<file path="src/core/plc_pkg.sv">
package plc_pkg;
  // ****************************************************
  // processor state word layout
  // ****************************************************
  localparam int PSW_W = 16;
  localparam int PSW_S_POS = 13;
  localparam logic [15:0] PSW_RST = 16'h2700;
  // ****************************************************
  // exception vectors
  // ****************************************************
  localparam logic [7:0] VEC_PRIV = 8'h08;
  localparam logic [7:0] VEC_TRAP_BASE = 8'h20;
  // ****************************************************
  // address space codes
  // ****************************************************
  localparam logic [2:0] FC_USER_DATA = 3'h1;
  localparam logic [2:0] FC_USER_PROG = 3'h2;
  localparam logic [2:0] FC_SUP_DATA = 3'h5;
  localparam logic [2:0] FC_SUP_PROG = 3'h6;
  // ****************************************************
  // instruction classes and states
  // ****************************************************
  typedef enum logic [3:0] {
    OP_NONE = 4'b0000,
    OP_OTHER = 4'b0001,
    OP_HALT = 4'b0010,
    OP_LP_HALT = 4'b0011,
    OP_EXT_RESET = 4'b0100,
    OP_MOVE_PSW = 4'b0101,
    OP_AND_PSW = 4'b0110,
    OP_XOR_PSW = 4'b0111,
    OP_OR_PSW = 4'b1000,
    OP_RTE = 4'b1001,
    OP_TRAP = 4'b1010,
    OP_FLAGS = 4'b1011,
    OP_PRIV_OTHER = 4'b1100
  } plc_op_e;
  typedef enum logic [1:0] {
    ST_RUN = 2'b00,
    ST_PUSH = 2'b01,
    ST_EXC = 2'b10
  } plc_state_e;
endpackage

</file>
<file path="src/core/plc_classify.sv">
`timescale 1ns/1ps
module plc_classify
  import plc_pkg::*;
(
  input wire plc_op_e i_op,
  output logic o_priv,
  output logic o_flush,
  output logic o_psw_write
);
  always_comb begin
    o_priv = 1'b0;
    o_psw_write = 1'b0;
    case (i_op)
      OP_HALT, OP_LP_HALT, OP_EXT_RESET, OP_PRIV_OTHER: begin
        o_priv = 1'b1;
      end
      OP_MOVE_PSW, OP_AND_PSW, OP_XOR_PSW, OP_OR_PSW, OP_RTE: begin
        o_priv = 1'b1;
        o_psw_write = 1'b1;
      end
      default: begin
        o_priv = 1'b0;
      end
    endcase
    o_flush = o_priv | (i_op == OP_TRAP) | (i_op == OP_FLAGS);
  end
endmodule

</file>
<file path="src/core/plc_core.sv">
`timescale 1ns/1ps
// How it works
// - exception handling runs supervisor, supervisor bus references, supervisor stack
// - halt, low-power halt and external reset refused in user state
// - any instruction that can change the supervisor bit is privileged
// - trap instruction enters exception handling with its own vector number
// - supervisor bit clear means user state and user address space codes
// - in user state stack pointer and register seven mean user stack
// - user to supervisor only through exception entry
// - push old state word first, then set supervisor bit
// - leave supervisor only by state word writes or return, in supervisor
// - after state word writes flush pipeline, refill from new space
// - short frames restore state word and program counter only
// - bus or address error frames restore full processor state
// - trapping and flag instructions flush the pipeline, privileged ones only in supervisor state
module plc_core
  import plc_pkg::*;
(
  input wire logic i_clk,
  input wire logic i_rst_b,
  input wire logic i_instr_valid,
  input wire plc_op_e i_instr_op,
  input wire logic [3:0] i_trap_num,
  input wire logic [15:0] i_psw_operand,
  input wire logic i_exc_req,
  input wire logic [7:0] i_exc_vector,
  input wire logic i_push_done,
  input wire logic i_exc_done,
  input wire logic [15:0] i_rte_psw,
  input wire logic i_rte_full,
  input wire logic i_prog_ref,
  output logic o_super_ff,
  output logic [15:0] o_psw_ff,
  output logic [2:0] o_fc_ff,
  output logic o_sp_super_ff,
  output logic o_exec_ok_ff,
  output logic o_flush_ff,
  output logic o_push_req_ff,
  output logic [15:0] o_saved_psw_ff,
  output logic o_exc_busy_ff,
  output logic [7:0] o_exc_vector_ff,
  output logic o_restore_full_ff,
  output logic o_restore_short_ff
);
  // ****************************************************
  // classification
  // ****************************************************
  logic priv;
  logic flush_op;
  logic psw_write;
  plc_classify u_classify (
    .i_op(i_instr_op),
    .o_priv(priv),
    .o_flush(flush_op),
    .o_psw_write(psw_write)
  );

  // ****************************************************
  // state machine
  // ****************************************************
  plc_state_e state_ff, nxt_state;
  logic [15:0] nxt_psw;
  logic [15:0] nxt_saved_psw;
  logic [7:0] nxt_vector;
  logic nxt_exec_ok;
  logic nxt_flush;
  logic nxt_push_req;
  logic nxt_busy;
  logic nxt_full;
  logic nxt_short;
  logic nxt_sup_ref;
  logic [2:0] nxt_fc;
  logic s_now;

  assign s_now = o_psw_ff[PSW_S_POS];

  always_comb begin
    nxt_state = state_ff;
    nxt_psw = o_psw_ff;
    nxt_saved_psw = o_saved_psw_ff;
    nxt_vector = o_exc_vector_ff;
    nxt_exec_ok = 1'b0;
    nxt_flush = 1'b0;
    nxt_push_req = 1'b0;
    nxt_full = 1'b0;
    nxt_short = 1'b0;
    case (state_ff)
      ST_RUN: begin
        if (i_exc_req) begin
          nxt_state = ST_PUSH;
          nxt_vector = i_exc_vector;
          nxt_saved_psw = o_psw_ff;
          nxt_push_req = 1'b1;
        end else if (i_instr_valid && priv && !s_now) begin
          nxt_state = ST_PUSH;
          nxt_vector = VEC_PRIV;
          nxt_saved_psw = o_psw_ff;
          nxt_push_req = 1'b1;
        end else if (i_instr_valid && i_instr_op == OP_TRAP) begin
          nxt_state = ST_PUSH;
          nxt_vector = VEC_TRAP_BASE + {4'h0, i_trap_num};
          nxt_saved_psw = o_psw_ff;
          nxt_push_req = 1'b1;
          nxt_flush = 1'b1;
        end else if (i_instr_valid && i_instr_op != OP_NONE) begin
          nxt_exec_ok = 1'b1;
          nxt_flush = flush_op;
          if (psw_write) begin
            // only reached in supervisor, so s may drop here alone
            case (i_instr_op)
              OP_MOVE_PSW: nxt_psw = i_psw_operand;
              OP_AND_PSW: nxt_psw = o_psw_ff & i_psw_operand;
              OP_XOR_PSW: nxt_psw = o_psw_ff ^ i_psw_operand;
              OP_OR_PSW: nxt_psw = o_psw_ff | i_psw_operand;
              OP_RTE: begin
                nxt_psw = i_rte_psw;
                nxt_full = i_rte_full;
                nxt_short = !i_rte_full;
              end
              default: nxt_psw = o_psw_ff;
            endcase
          end
        end
      end
      ST_PUSH: begin
        nxt_push_req = !i_push_done;
        if (i_push_done) begin
          nxt_psw[PSW_S_POS] = 1'b1;
          nxt_state = ST_EXC;
        end
      end
      ST_EXC: begin
        if (i_exc_done) begin
          nxt_state = ST_RUN;
          nxt_flush = 1'b1; // handler stream starts fresh
        end
      end
      default: begin
        nxt_state = ST_RUN;
      end
    endcase
    // whole exception sequence counts as supervisor, even before s is set
    nxt_busy = (nxt_state != ST_RUN);
    nxt_sup_ref = nxt_psw[PSW_S_POS] | nxt_busy;
    if (nxt_sup_ref) begin
      nxt_fc = i_prog_ref ? FC_SUP_PROG : FC_SUP_DATA;
    end else begin
      nxt_fc = i_prog_ref ? FC_USER_PROG : FC_USER_DATA;
    end
  end

  always_ff @(posedge i_clk or negedge i_rst_b) begin
    if (!i_rst_b) begin
      state_ff <= ST_RUN;
      o_psw_ff <= PSW_RST;
      o_super_ff <= PSW_RST[PSW_S_POS];
      o_fc_ff <= FC_SUP_PROG;
      o_sp_super_ff <= 1'b1;
      o_exec_ok_ff <= 1'b0;
      o_flush_ff <= 1'b0;
      o_push_req_ff <= 1'b0;
      o_saved_psw_ff <= 16'h0000;
      o_exc_busy_ff <= 1'b0;
      o_exc_vector_ff <= 8'h00;
      o_restore_full_ff <= 1'b0;
      o_restore_short_ff <= 1'b0;
    end else begin
      state_ff <= nxt_state;
      o_psw_ff <= nxt_psw;
      o_super_ff <= nxt_psw[PSW_S_POS];
      o_fc_ff <= nxt_fc;
      o_sp_super_ff <= nxt_sup_ref;
      o_exec_ok_ff <= nxt_exec_ok;
      o_flush_ff <= nxt_flush;
      o_push_req_ff <= nxt_push_req;
      o_saved_psw_ff <= nxt_saved_psw;
      o_exc_busy_ff <= nxt_busy;
      o_exc_vector_ff <= nxt_vector;
      o_restore_full_ff <= nxt_full;
      o_restore_short_ff <= nxt_short;
    end
  end

  // ****************************************************
  // assertions
  // ****************************************************
  logic run_idle;
  assign run_idle = (state_ff == ST_RUN) && !i_exc_req && i_instr_valid;
endmodule

</file>
<file path="config.mk">
export PLATFORM = sky130hd
export DESIGN_NAME = plc_core
export DESIGN_NICKNAME = d
export VERILOG_FILES = /design/src/core/plc_pkg.sv /design/src/core/plc_classify.sv /design/src/core/plc_core.sv
export SDC_FILE = /design/constraint.sdc
export NUM_CORES = 1
export LEC_CHECK = 0
export BUFFER_PORTS_ARGS = -buffer_cell sky130_fd_sc_hd__buf_2
export CAP_MARGIN = 10
export CORE_MARGIN = 2
export CORE_UTILIZATION = 50
export DETAILED_ROUTE_END_ITERATION = 10
export GPL_ROUTABILITY_DRIVEN = 1
export PLACE_DENSITY = 0.83
export SLEW_MARGIN = 5
export SYNTH_ARGS = -nofsm -noshare
export SYNTH_HDL_FRONTEND = slang
export SYNTH_SLANG_ARGS = --single-unit
</file>
<file path="constraint.sdc">
create_clock -name i_clk -period 5.2 [get_ports i_clk]
set_input_delay 0.52 -clock i_clk [delete_from_list [all_inputs] [get_ports i_clk]]
set_output_delay 0.52 -clock i_clk [all_outputs]
set_load 0.01 [all_outputs]
</file>
After elaboration in Yosys (flattened, before gate mapping):

Index checks and enable logic that the tools add are counted.

* add/sub/neg operators: 1
* eq/ne operators: 13
* mux-type cells: 54
* bitwise operators: 9
* reductions and logical operators: 16

Operators by type and width (number)
* $pmux 16 s5: 1
* $mux 14: 5
* $mux 16: 3
* $mux 1: 30
* $mux 8: 3
* $eq 4x4->1 const B: 5
* $and 16x16->16: 1
* $eq 4x3->1 const B: 4
* $or 16x16->16: 1
* $xor 16x16->16: 1
* $mux 2: 7
* $reduce_or 9->1: 1
* $eq 4x2->1 const B: 2
* $add 6x4->7 const A: 1
* $reduce_and 7->1: 1
* $pmux 1 s2: 3
* $pmux 2 s3: 1
* $reduce_bool 5->1: 1
* $reduce_or 5->1: 1
* $logic_and 1x1->1: 4
* $reduce_bool 4->1: 1
* $logic_not 1->1: 3
* $mux 3: 1
* $not 1->1: 3
* other kinds (7): 9

* register bits after elaboration: 52
* input port bits: 56
* output and inout port bits: 51
* word-level logic and storage cells: 106

Longest topological paths before layout:

Gate-level depths: netlist (run 1).

* word-level depth: 11
* mapped depth: 7
* gate-level depth less buffers: 6

Modules after synthesis:

A second synthesis (run 1) with hierarchy kept.

* cell total of the unflattened synthesis: 312
* area total of the unflattened synthesis: 3098.0 µm²

By module, submodules not included
* plc_core: times used 1, cells each 305, area each 3051.7 µm², sequential area each 1283.7 µm²
* plc_classify: times used 1, cells each 7, area each 46.3 µm², sequential area each 0.0 µm²

Least setup slack after synthesis (run 1):

Ideal clock, no wire load.

* path type: input -> register
* start point: input port i_instr_op[2]
* end point: register o_exc_vector_ff[3]
* data arrival time: 1862 ps
* path slack: 3209 ps
* stages: 5
* path buffers: 1
* cells stage by stage: a21o_1 > a2111oi_4 > o21ai_2 > buf_6 > a2111o_1

* longest elaborated chain between the ends: 7
* elaborated cells on any way between the ends: 19

Ends and longest elaborated chain
* from (decl): line plc_core.sv:22 `input wire plc_op_e i_instr_op,`
* $eq 4x2->1, or another cell as far along: line plc_classify.sv:13 `case (i_op)`
* $reduce_or 9->1 (no source line)
* $mux 1: line plc_classify.sv:13
* $logic_and 1x1->1 (2 in series): line plc_core.sv:94 `end else if (i_instr_valid && priv && !s_now) begin`
* $reduce_bool 3->1 (no source line) / $mux 8 (equally long branches)
* $reduce_and 2->1 (no source line) / $mux 8 (equally long branches)
* to (signal assigned): line plc_core.sv:178 `o_exc_vector_ff <= nxt_vector;`
* to (decl): line plc_core.sv:41 `output logic [7:0] o_exc_vector_ff,`

Parallel ways exist; a longest one is shown, timed or not.
A chain may end at the register's enable or synchronous reset.

Worst setup path in the final report (run 1):

* start point: input port i_instr_op[1]
* end point: register o_saved_psw_ff[10]

* longest elaborated chain between the ends: 7
* elaborated cells on any way between the ends: 19

Ends and longest elaborated chain
* $eq 4x2->1, or another cell as far along: line plc_classify.sv:13
* $reduce_or 9->1 (no source line)
* $mux 1: line plc_classify.sv:13
* $logic_and 1x1->1 (2 in series): line plc_core.sv:94
* $reduce_bool 3->1 (no source line) / $mux 16 (equally long branches)
* $reduce_and 2->1 (no source line) / $mux 16 (equally long branches)
* to (signal assigned): line plc_core.sv:176 `o_saved_psw_ff <= nxt_saved_psw;`
* to (decl): line plc_core.sv:39 `output logic [15:0] o_saved_psw_ff,`

Parallel ways exist; a longest one is shown, timed or not.

==> out/results.tsv, run 1 <==
metric	value	unit
Setup Skew	0.01323	ns
Max clock buf depth	2	
Syn Inst Count	304	
DP Worst Slack	2.407	ns
num ports	107	
core area	6277	sq um
Fin. Hold Viols	0	
count of flip-flops with a built-in enable after synthesis	0	
asr flop ratio synth	100.0	%
setup TNS	0	ns
clk_lat worst skew	0.30	ns
Routed Antenna Nets	0	
CTS Hold Bufs	0	
postcts setup bufs	0	
layout cell share with drive strength beyond 1	40.25	%
Yosys reg bits	51	
fmax	414.3	MHz
root buffer cell	clkbuf_8	
initial antenna violation count	0	
Post-Syn Nets	392	
number of global-route vias before repair	2517	
Tmin final	2.414	ns
Setup CP Type	input pin to flop	
CP endpoint kind	flop	
vias per cell	5.535	
Worst EP arrival	2.60	ns
DR iter-0 viols	160	
TritonCTS clock tree	yes	
Post-CTS Resized	0	
DP Area	3760	sq um
RSZ-0062 raised after global routing	false	
gpl congestion	0.8204	
commonest non-fill, non-tap cells in the layout	buf_2 (106), inv_1 (56), dfrtp_1 (45)	
Hold Crit Class	input pin to asynchronous set/reset pin	
Netlist cell types	48	
Reg clk slew, reported paths	0.08	ns
largest net degree at the start of global routing	52	
design area	3875	sq um
static leakage	2.155	nW
Post-Layout Cell Count	477	
vias after detailed routing	2640	
H-tree levels	2	
Initial Util	50.83	%
status	completed	
register area share after synthesis	40.24	%
commonest non-fill, non-tap cell in the layout	buf_2	
crit-path max FO	23	
ys flop type	dfrtp_1	
WL per Instance	14.97	um
Area Growth Syn to Fin	21.45	%
final setup fails	0	
Die H	83.88	um
routed wire length	7139	um
post-DP HPWL	5247	um
n_diodes	0	
MaxCap Viol Count	0	
row count	29	
Worst Setup Start Kind	input pin	
worst setup margin	2.786	ns
cts bufs inserted	5	
R2R depth	3	
Slew Viols, Final	0	
relative slew slack	29.06	%
Buffers on Ports	106	
Hold Slack	0.3142	ns
fin crit share	46.42	%
Power per Cell Area	404.7	nW/um^2
Post-Syn Area per Cell	10.50	sq um
global-route wire length before repair	11920	um
yosys warns	0	
WP data required	5.38	ns
# DRC	0	
VDD IR max	0.2577	mV
synthesized area	3191	sq um
remaining global-route overflow	0	
length of the first detailed-routing pass in iterations	4	
Placed Instances	469	
Worst-Margin Slew	1.064	ns
Nets	487	
die footprint	7036	sq um
clock sink count	51	
Total GRT Usage	20.66	%
Die W	83.88	um
stage by stage:
stage                     total power [W]  util [%]
after global placement           0.001273     59.90
after CTS                        0.001585     61.73
after floorplan                  0.001059         -
after global routing             0.001688     61.73
final                            0.001568     61.73
after detailed placement         0.001304     59.90
final timing paths:
path | start | end | slack [ns]
worst max-delay path | i_instr_op[1] | o_saved_psw_ff[10]$_DFFE_PN0P_ | 2.79
worst min-delay path | i_rst_b | o_exec_ok_ff$_DFF_PN0_ | 0.31
worst max register to register | state_ff[1]$_DFF_PN0_ | o_psw_ff[3]$_DFFE_PN0P_ | 2.89
worst min register to register | o_saved_psw_ff[8]$_DFFE_PN0P_ | o_saved_psw_ff[8]$_DFFE_PN0P_ | 0.51
max in group asynchronous | i_rst_b | o_saved_psw_ff[9]$_DFFE_PN0P_ | 4.46
min in group i_clk | i_prog_ref | o_fc_ff[1]$_DFF_PN1_ | 0.32
critical path, cell delays in order:
cell       delay, ns
buf_2           0.21
nor3_1          0.42
a2111oi_4       0.14
o21ai_2         0.86
mux2_2          0.42
layer usage:
layer	global-route usage (%)	routed length [um]	vias up
met5	0	0	-
met4	5.425	76	0
met3	4.253	515	8
met2	34.25	3526	97
met1	27.70	3020	1271
li1	-	-	1264
layout make-up:
| class | count | area, sq um |
|---|---|---|
| Inverter | 56 | 210.2 |
| Fill cell | 534 | 2402 |
| Clock inverter | 3 | 46.29 |
| Multi-Input combinational cell | 178 | 1632 |
| Timing Repair Buffer | 107 | 538.0 |
| Sequential cell | 51 | 1284 |
| Clock buffer | 5 | 68.82 |
| Tap cell | 77 | 96.34 |
power breakdown:
part           switching (W)  internal, W
logic               0.000315     0.000303
registers           0.000124     0.000547
clock network       0.000133     0.000145
total               0.000573     0.000996
logic make-up after synthesis:
| logic type | share of synthesized area (%) |
|---|---|
| fa+ha+maj | 12.55 |
| mux | 11.25 |
| compound gates | 17.22 |
| buf+inv | 9.843 |
| flops | 40.24 |
| simple gates | 8.902 |
cells in the mapped netlist (2+ instances only):
master	number	area, sq um
o21ai_0	4	20.02
nand2b_1	3	18.77
a211oi_1	3	22.52
nor2_1	10	37.54
dfstp_2	6	157.7
a22oi_1	16	120.1
o31ai_1	2	15.01
a221oi_1	2	17.52
ha_1	32	400.4
nand2_1	18	67.56
and3_1	2	12.51
a21o_1	2	15.01
buf_2	8	40.04
nor2b_1	3	18.77
inv_1	56	210.2
nor4bb_1	2	20.02
clkbuf_1	6	22.52
buf_4	4	30.03
o22ai_1	5	31.28
mux2_2	29	326.6
mux2_1	2	22.52
a222oi_1	15	150.1
o221a_2	2	22.52
a22o_1	3	26.28
nand3_1	2	10.01
dfrtp_1	45	1126
state kept, by name, summed over array words and instances, names as in the netlist:
signal,cells
o_psw_ff,16
o_saved_psw_ff,16
o_exc_vector_ff,8
o_fc_ff,3
state_ff,2
o_exc_busy_ff,1
o_exec_ok_ff,1
o_flush_ff,1
o_push_req_ff,1
o_restore_full_ff,1
o_restore_short_ff,1
Power figures use the tool's default switching activity.
==> inputs of run 2 (changes only) <==
Clock period 5.2 ns to 2.5 ns, I/O delays scaled along.
==> out/results.tsv, run 2 (same netlist as run 1, synthesis figures left out) <==
metric	value	unit
relative slew slack	28.54	%
layout cell share with drive strength beyond 1	41.03	%
Post-Layout Cell Count	484	
commonest non-fill, non-tap cells in the layout	buf_2 (106), inv_1 (56), dfrtp_1 (45)	
num ports	107	
crit-path max FO	12	
global-route wire length before repair	12640	um
hold path startpoint	i_prog_ref	
row count	29	
fin crit share	81.39	%
WL per Instance	15.93	um
Finished Core Util	62.57	%
H-tree levels	2	
Worst-Margin Slew	1.070	ns
Worst Setup Start Kind	flop	
Slew Viols, Final	0	
Setup CP Type	flop to flop	
WP data required	2.69	ns
cts bufs inserted	5	
vias after detailed routing	2720	
Hold Crit Class	input pin to flop	
static leakage	2.193	nW
commonest non-fill, non-tap cell in the layout	buf_2	
postcts setup bufs	0	
fmax	491.5	MHz
status	completed	
setup TNS	0	ns
die footprint	7036	sq um
Initial Util	50.83	%
CP Buf/Inv Count	1	
Power per Cell Area	838.7	nW/um^2
CP endpoint kind	flop	
number of global-route vias before repair	2628	
n_diodes	0	
Die W	83.88	um
gpl congestion	0.8206	
Routed Antenna Nets	0	
total power	0.003294	W
initial antenna violation count	0	
Total GRT Usage	22.17	%
Nets	494	
worst setup path startpoint	o_psw_ff[13]$_DFF_PN1_	
remaining global-route overflow	0	
final setup fails	0	
RSZ-0062 raised after global routing	false	
Buffers on Ports	106	
MaxCap Viol Count	0	
Fin. Hold Viols	0	
Worst path slowest cell	dfstp_2	
Worst EP arrival	2.22	ns
clk_lat worst skew	0.30	ns
DR iter-0 viols	150	
core area	6277	sq um
Reg clk slew, reported paths	0.09	ns
largest net degree at the start of global routing	27	
Top Registers	o_psw_ff: 16 flops, o_saved_psw_ff: 16 flops, o_exc_vector_ff: 8 flops	
Setup Skew	0.005969	ns
CP peak stage delay	0.68	ns
Area Growth Syn to Fin	23.10	%
Placed Instances	475	
Die H	83.88	um
length of the first detailed-routing pass in iterations	7	
VDD IR max	0.4628	mV
# DRC	0	
TritonCTS clock tree	yes	
routed wire length	7709	um
clock sink count	51	
root buffer cell	clkbuf_8	
vias per cell	5.620	
Worst R2R Start	o_psw_ff[13]$_DFF_PN1_	
Post-CTS Resized	0	
reg2reg setup slack	0.47	ns
Max clock buf depth	2	
Crit path max-delay family	flip-flops	
CP Cell Sequence	a2111oi_4 -> o21ai_2 -> buf_4 -> mux2_2	
post-DP HPWL	5674	um
Tmin final	2.035	ns
==> run 2: cell types whose count changed in the layout (fill, tap and decap cells not counted), sizes merged <==
cell	delta
dlygate4sd3	+1
buf	+6
clkinvlp	-1
inv	-1
clkinv	+2
==> run 2: worst paths after layout <==
check	end	cells past startpoint
setup / recovery	o_saved_psw_ff[14]$_DFFE_PN0P_	4
hold / removal	o_fc_ff[1]$_DFF_PN1_	1
setup reg to reg	o_saved_psw_ff[14]$_DFFE_PN0P_	4
hold reg to reg	o_exc_vector_ff[4]$_DFFE_PN0P_	1
max in group asynchronous	o_fc_ff[2]$_DFF_PN1_	3
min in group asynchronous	o_exc_vector_ff[5]$_DFFE_PN0P_	2
==> run 2: area by class of cell <==
type	instances	area (sq um)
clock buffers	5	68.82
clock inverters	3	43.79
fillers	539	2350
inverters	56	210.2
multi-input cells	178	1632
flip-flops and latches	51	1284
well taps	77	96.34
repair buffers	114	593.1
==> run 2: metrics by stage <==
step	setup slack, ns	cell area [sq um]	hold slack [ns]
after floorplan	0.5468	3191	-0.04559
after global placement	0.2663	3805	0.2991
after detailed placement	0.1762	3805	0.3009
after CTS	0.4296	3928	0.03752
after global routing	0.3244	3928	0.02892
final	0.4653	3928	0.05014
==> run 2: metal layers <==
metal  routed length [um]  vias up  global-route usage, %
met5                    0        -                      0
met4                   48        0                  4.252
met3                  656        6                  6.034
met2                 3749      109                  37.02
met1                 3255     1332                  29.20
li1                     -     1273                      -
==> run 2: power by group <==
group,leakage (nW),total (W),internal (W),switching (W)
combinational,1.49,0.00132,0.000646,0.000675
clock,0.0581,0.000568,0.000298,0.000269
sequential,0.650,0.00141,0.00114,0.000266
total,2.19,0.00329,0.00208,0.00121
==> run 2: what timing repair did <==
action                                  in CTS  in global routing
endpoints found under the hold margin       23                  0
hold buffers                                 1                  0
endpoints found under the setup margin       0                  0
==> run 2: worst reg2reg max path, delay by kind of cell, from the launching register on <==
kind                   cells  cell delay, ns
multiplexers               1            0.35
flip-flops                 1            0.68
AO/OA/AOI/OAI              2            0.58
buffers and inverters      1            0.31
==> inputs of run 3 (changes only) <==
Settings changed: ABC_AREA set to 1, PLACE_DENSITY 0.83 to 0.82.
Clock period 2.5 ns to 1.9 ns, I/O delays scaled along.
==> out/results.tsv, run 3 <==
metric	value	unit
Worst-Margin Slew	0.5674	ns
VDD IR max	0.3463	mV
synthesized area	3555	sq um
Fin. Hold Viols	0	
Worst EP arrival	1.80	ns
layout cell share with drive strength beyond 1	32.45	%
number of global-route vias before repair	3180	
Setup Skew	0.002367	ns
Post-Syn Nets	549	
Post-Layout Cell Count	663	
Worst path slowest cell	dfstp_2	
commonest non-fill, non-tap cell in the layout	buf_2	
Post-CTS Resized	0	
vias per cell	5.152	
H-tree levels	2	
Yosys reg bits	51	
row count	30	
status	completed	
vias after detailed routing	3416	
num ports	107	
count leader, synth	nand2_1	
RSZ-0062 raised after global routing	false	
Worst Setup Start Kind	flop	
postcts setup bufs	0	
CP endpoint kind	flop	
root buffer cell	clkbuf_8	
ys flop type	dfrtp_1	
DP Area	4187	sq um
register area share after synthesis	36.11	%
fmax	639.3	MHz
fin crit share	82.33	%
Finished Core Util	63.30	%
asr flop ratio synth	100.0	%
clock sink count	51	
Routed Antenna Nets	0	
Hold Crit Class	input pin to flop	
largest net degree at the start of global routing	32	
Max clock buf depth	2	
Syn Inst Count	461	
Buffers on Ports	106	
clk_lat worst skew	0.30	ns
remaining global-route overflow	0	
initial antenna violation count	0	
routed wire length	9091	um
Hold Slack	0.05090	ns
Slew Viols, Final	0	
top post-synthesis cells by count	nand2_1 (97), inv_1 (66), nand3_1 (55)	
Nets	654	
length of the first detailed-routing pass in iterations	4	
crit-path max FO	26	
Power per Cell Area	916.9	nW/um^2
Synth area leader	dfrtp_1	
n_diodes	0	
Die H	88.32	um
count of flip-flops with a built-in enable after synthesis	0	
Netlist cell types	27	
relative slew slack	62.17	%
Total GRT Usage	23.77	%
Initial Util	52.03	%
Area Growth Syn to Fin	21.65	%
MaxCap Viol Count	0	
Tmin final	1.564	ns
WP data required	2.13	ns
Setup CP Type	flop to flop	
post-synth top area share	31.68	%
die footprint	7800	sq um
commonest non-fill, non-tap cells in the layout	buf_2 (106), nand2_1 (97), inv_1 (66)	
most used cell, CP	nand2_2	
gpl congestion	0.9123	
# DRC	0	
DR iter-0 viols	168	
design area	4324	sq um
global-route wire length before repair	14620	um
Reg clk slew, reported paths	0.09	ns
Area contributors post-synth	dfrtp_1 (32%), ha_1 (11%), nand2_1 (10%)	
setup TNS	0	ns
Top Registers	o_psw_ff: 16 flops, o_saved_psw_ff: 16 flops, o_exc_vector_ff: 8 flops	
yosys warns	0	
CP peak stage delay	0.60	ns
post-DP HPWL	6775	um
cts bufs inserted	5	
CP Cell Sequence	nor2_1 -> nand2_2 -> nand3_4 -> nand2_8 -> buf_12 -> nand2_2 -> o21ai_2	
static leakage	2.457	nW
Placed Instances	653	
WL per Instance	13.71	um
core area	6832	sq um
final setup fails	0	
TritonCTS clock tree	yes	
Die W	88.32	um
Post-Syn Area per Cell	7.711	sq um
run 3: cells by family after synthesis:
kind of cell               share of synthesized area, %
DFF                                               36.11
adders and majority gates                         11.26
AOI/OAI and AO/OA                                 9.433
and+or+nand+nor                                   31.50
buffers and inverters                             11.69
run 3: final cells by class:
class                           instances  area (sq um)
Clock buffer                            6         82.58
Timing Repair Buffer                  120         678.2
Fill cell                             609          2507
Sequential cell                        51          1284
Inverter                               71         266.5
Clock inverter                          2         35.03
Multi-Input combinational cell        317          1858
Tap cell                               96         120.1
run 3: path summary, 6_finish.rpt:
kind / startpoint / endpoint / slack, ns / cells after the start
setup reg to reg: o_psw_ff[13]$_DFF_PN1_ / o_saved_psw_ff[14]$_DFFE_PN0P_ / 0.34 / 7
min in group asynchronous: i_rst_b / o_saved_psw_ff[6]$_DFFE_PN0P_ / 0.41 / 2
hold reg to reg: o_exc_vector_ff[6]$_DFFE_PN0P_ / o_exc_vector_ff[6]$_DFFE_PN0P_ / 0.48 / 2
hold / removal: i_rte_full / o_restore_short_ff$_DFF_PN0_ / 0.05 / 2
max in group asynchronous: i_rst_b / o_fc_ff[1]$_DFF_PN1_ / 0.87 / 3
setup / recovery: o_psw_ff[13]$_DFF_PN1_ / o_saved_psw_ff[14]$_DFFE_PN0P_ / 0.34 / 7
run 3: repair_timing:
action	in CTS	in global routing
setup endpoints to repair	0	0
hold endpoints to repair	20	0
hold buffers	2	0
run 3: worst max-delay path: cells and delay by family, from the launching register on:
family | cells | cell delay (ns)
simple gates | 5 | 0.63
flops | 1 | 0.60
buf+inv | 1 | 0.20
compound gates | 1 | 0.05
run 3: per-layer routing:
layer  GRT usage, %  wire length [um]  up-vias  share of wire (%)
met5              0                 0        -                  0
met4          6.474                97        0                1.1
met3          3.731               516        9                5.7
met2          42.11              4809      100                 53
met1          30.16              3668     1628                 40
li1               -                 -     1679                  -
run 3: power breakdown:
part           switching, W  internal [W]  leakage [nW]
clock              0.000355      0.000426        0.0612
combinational      0.000978      0.000612          1.73
sequential         0.000212       0.00138         0.662
run 3: per-stage QoR:
stage          setup WS [ns]  power (W)
2_1_floorplan         0.4252   0.002625
3_3_place_gp          0.2954   0.003137
3_5_place_dp          0.2351   0.003203
4_1_cts               0.3372   0.003988
5_1_grt               0.2605   0.004241
6_report              0.3357   0.003965
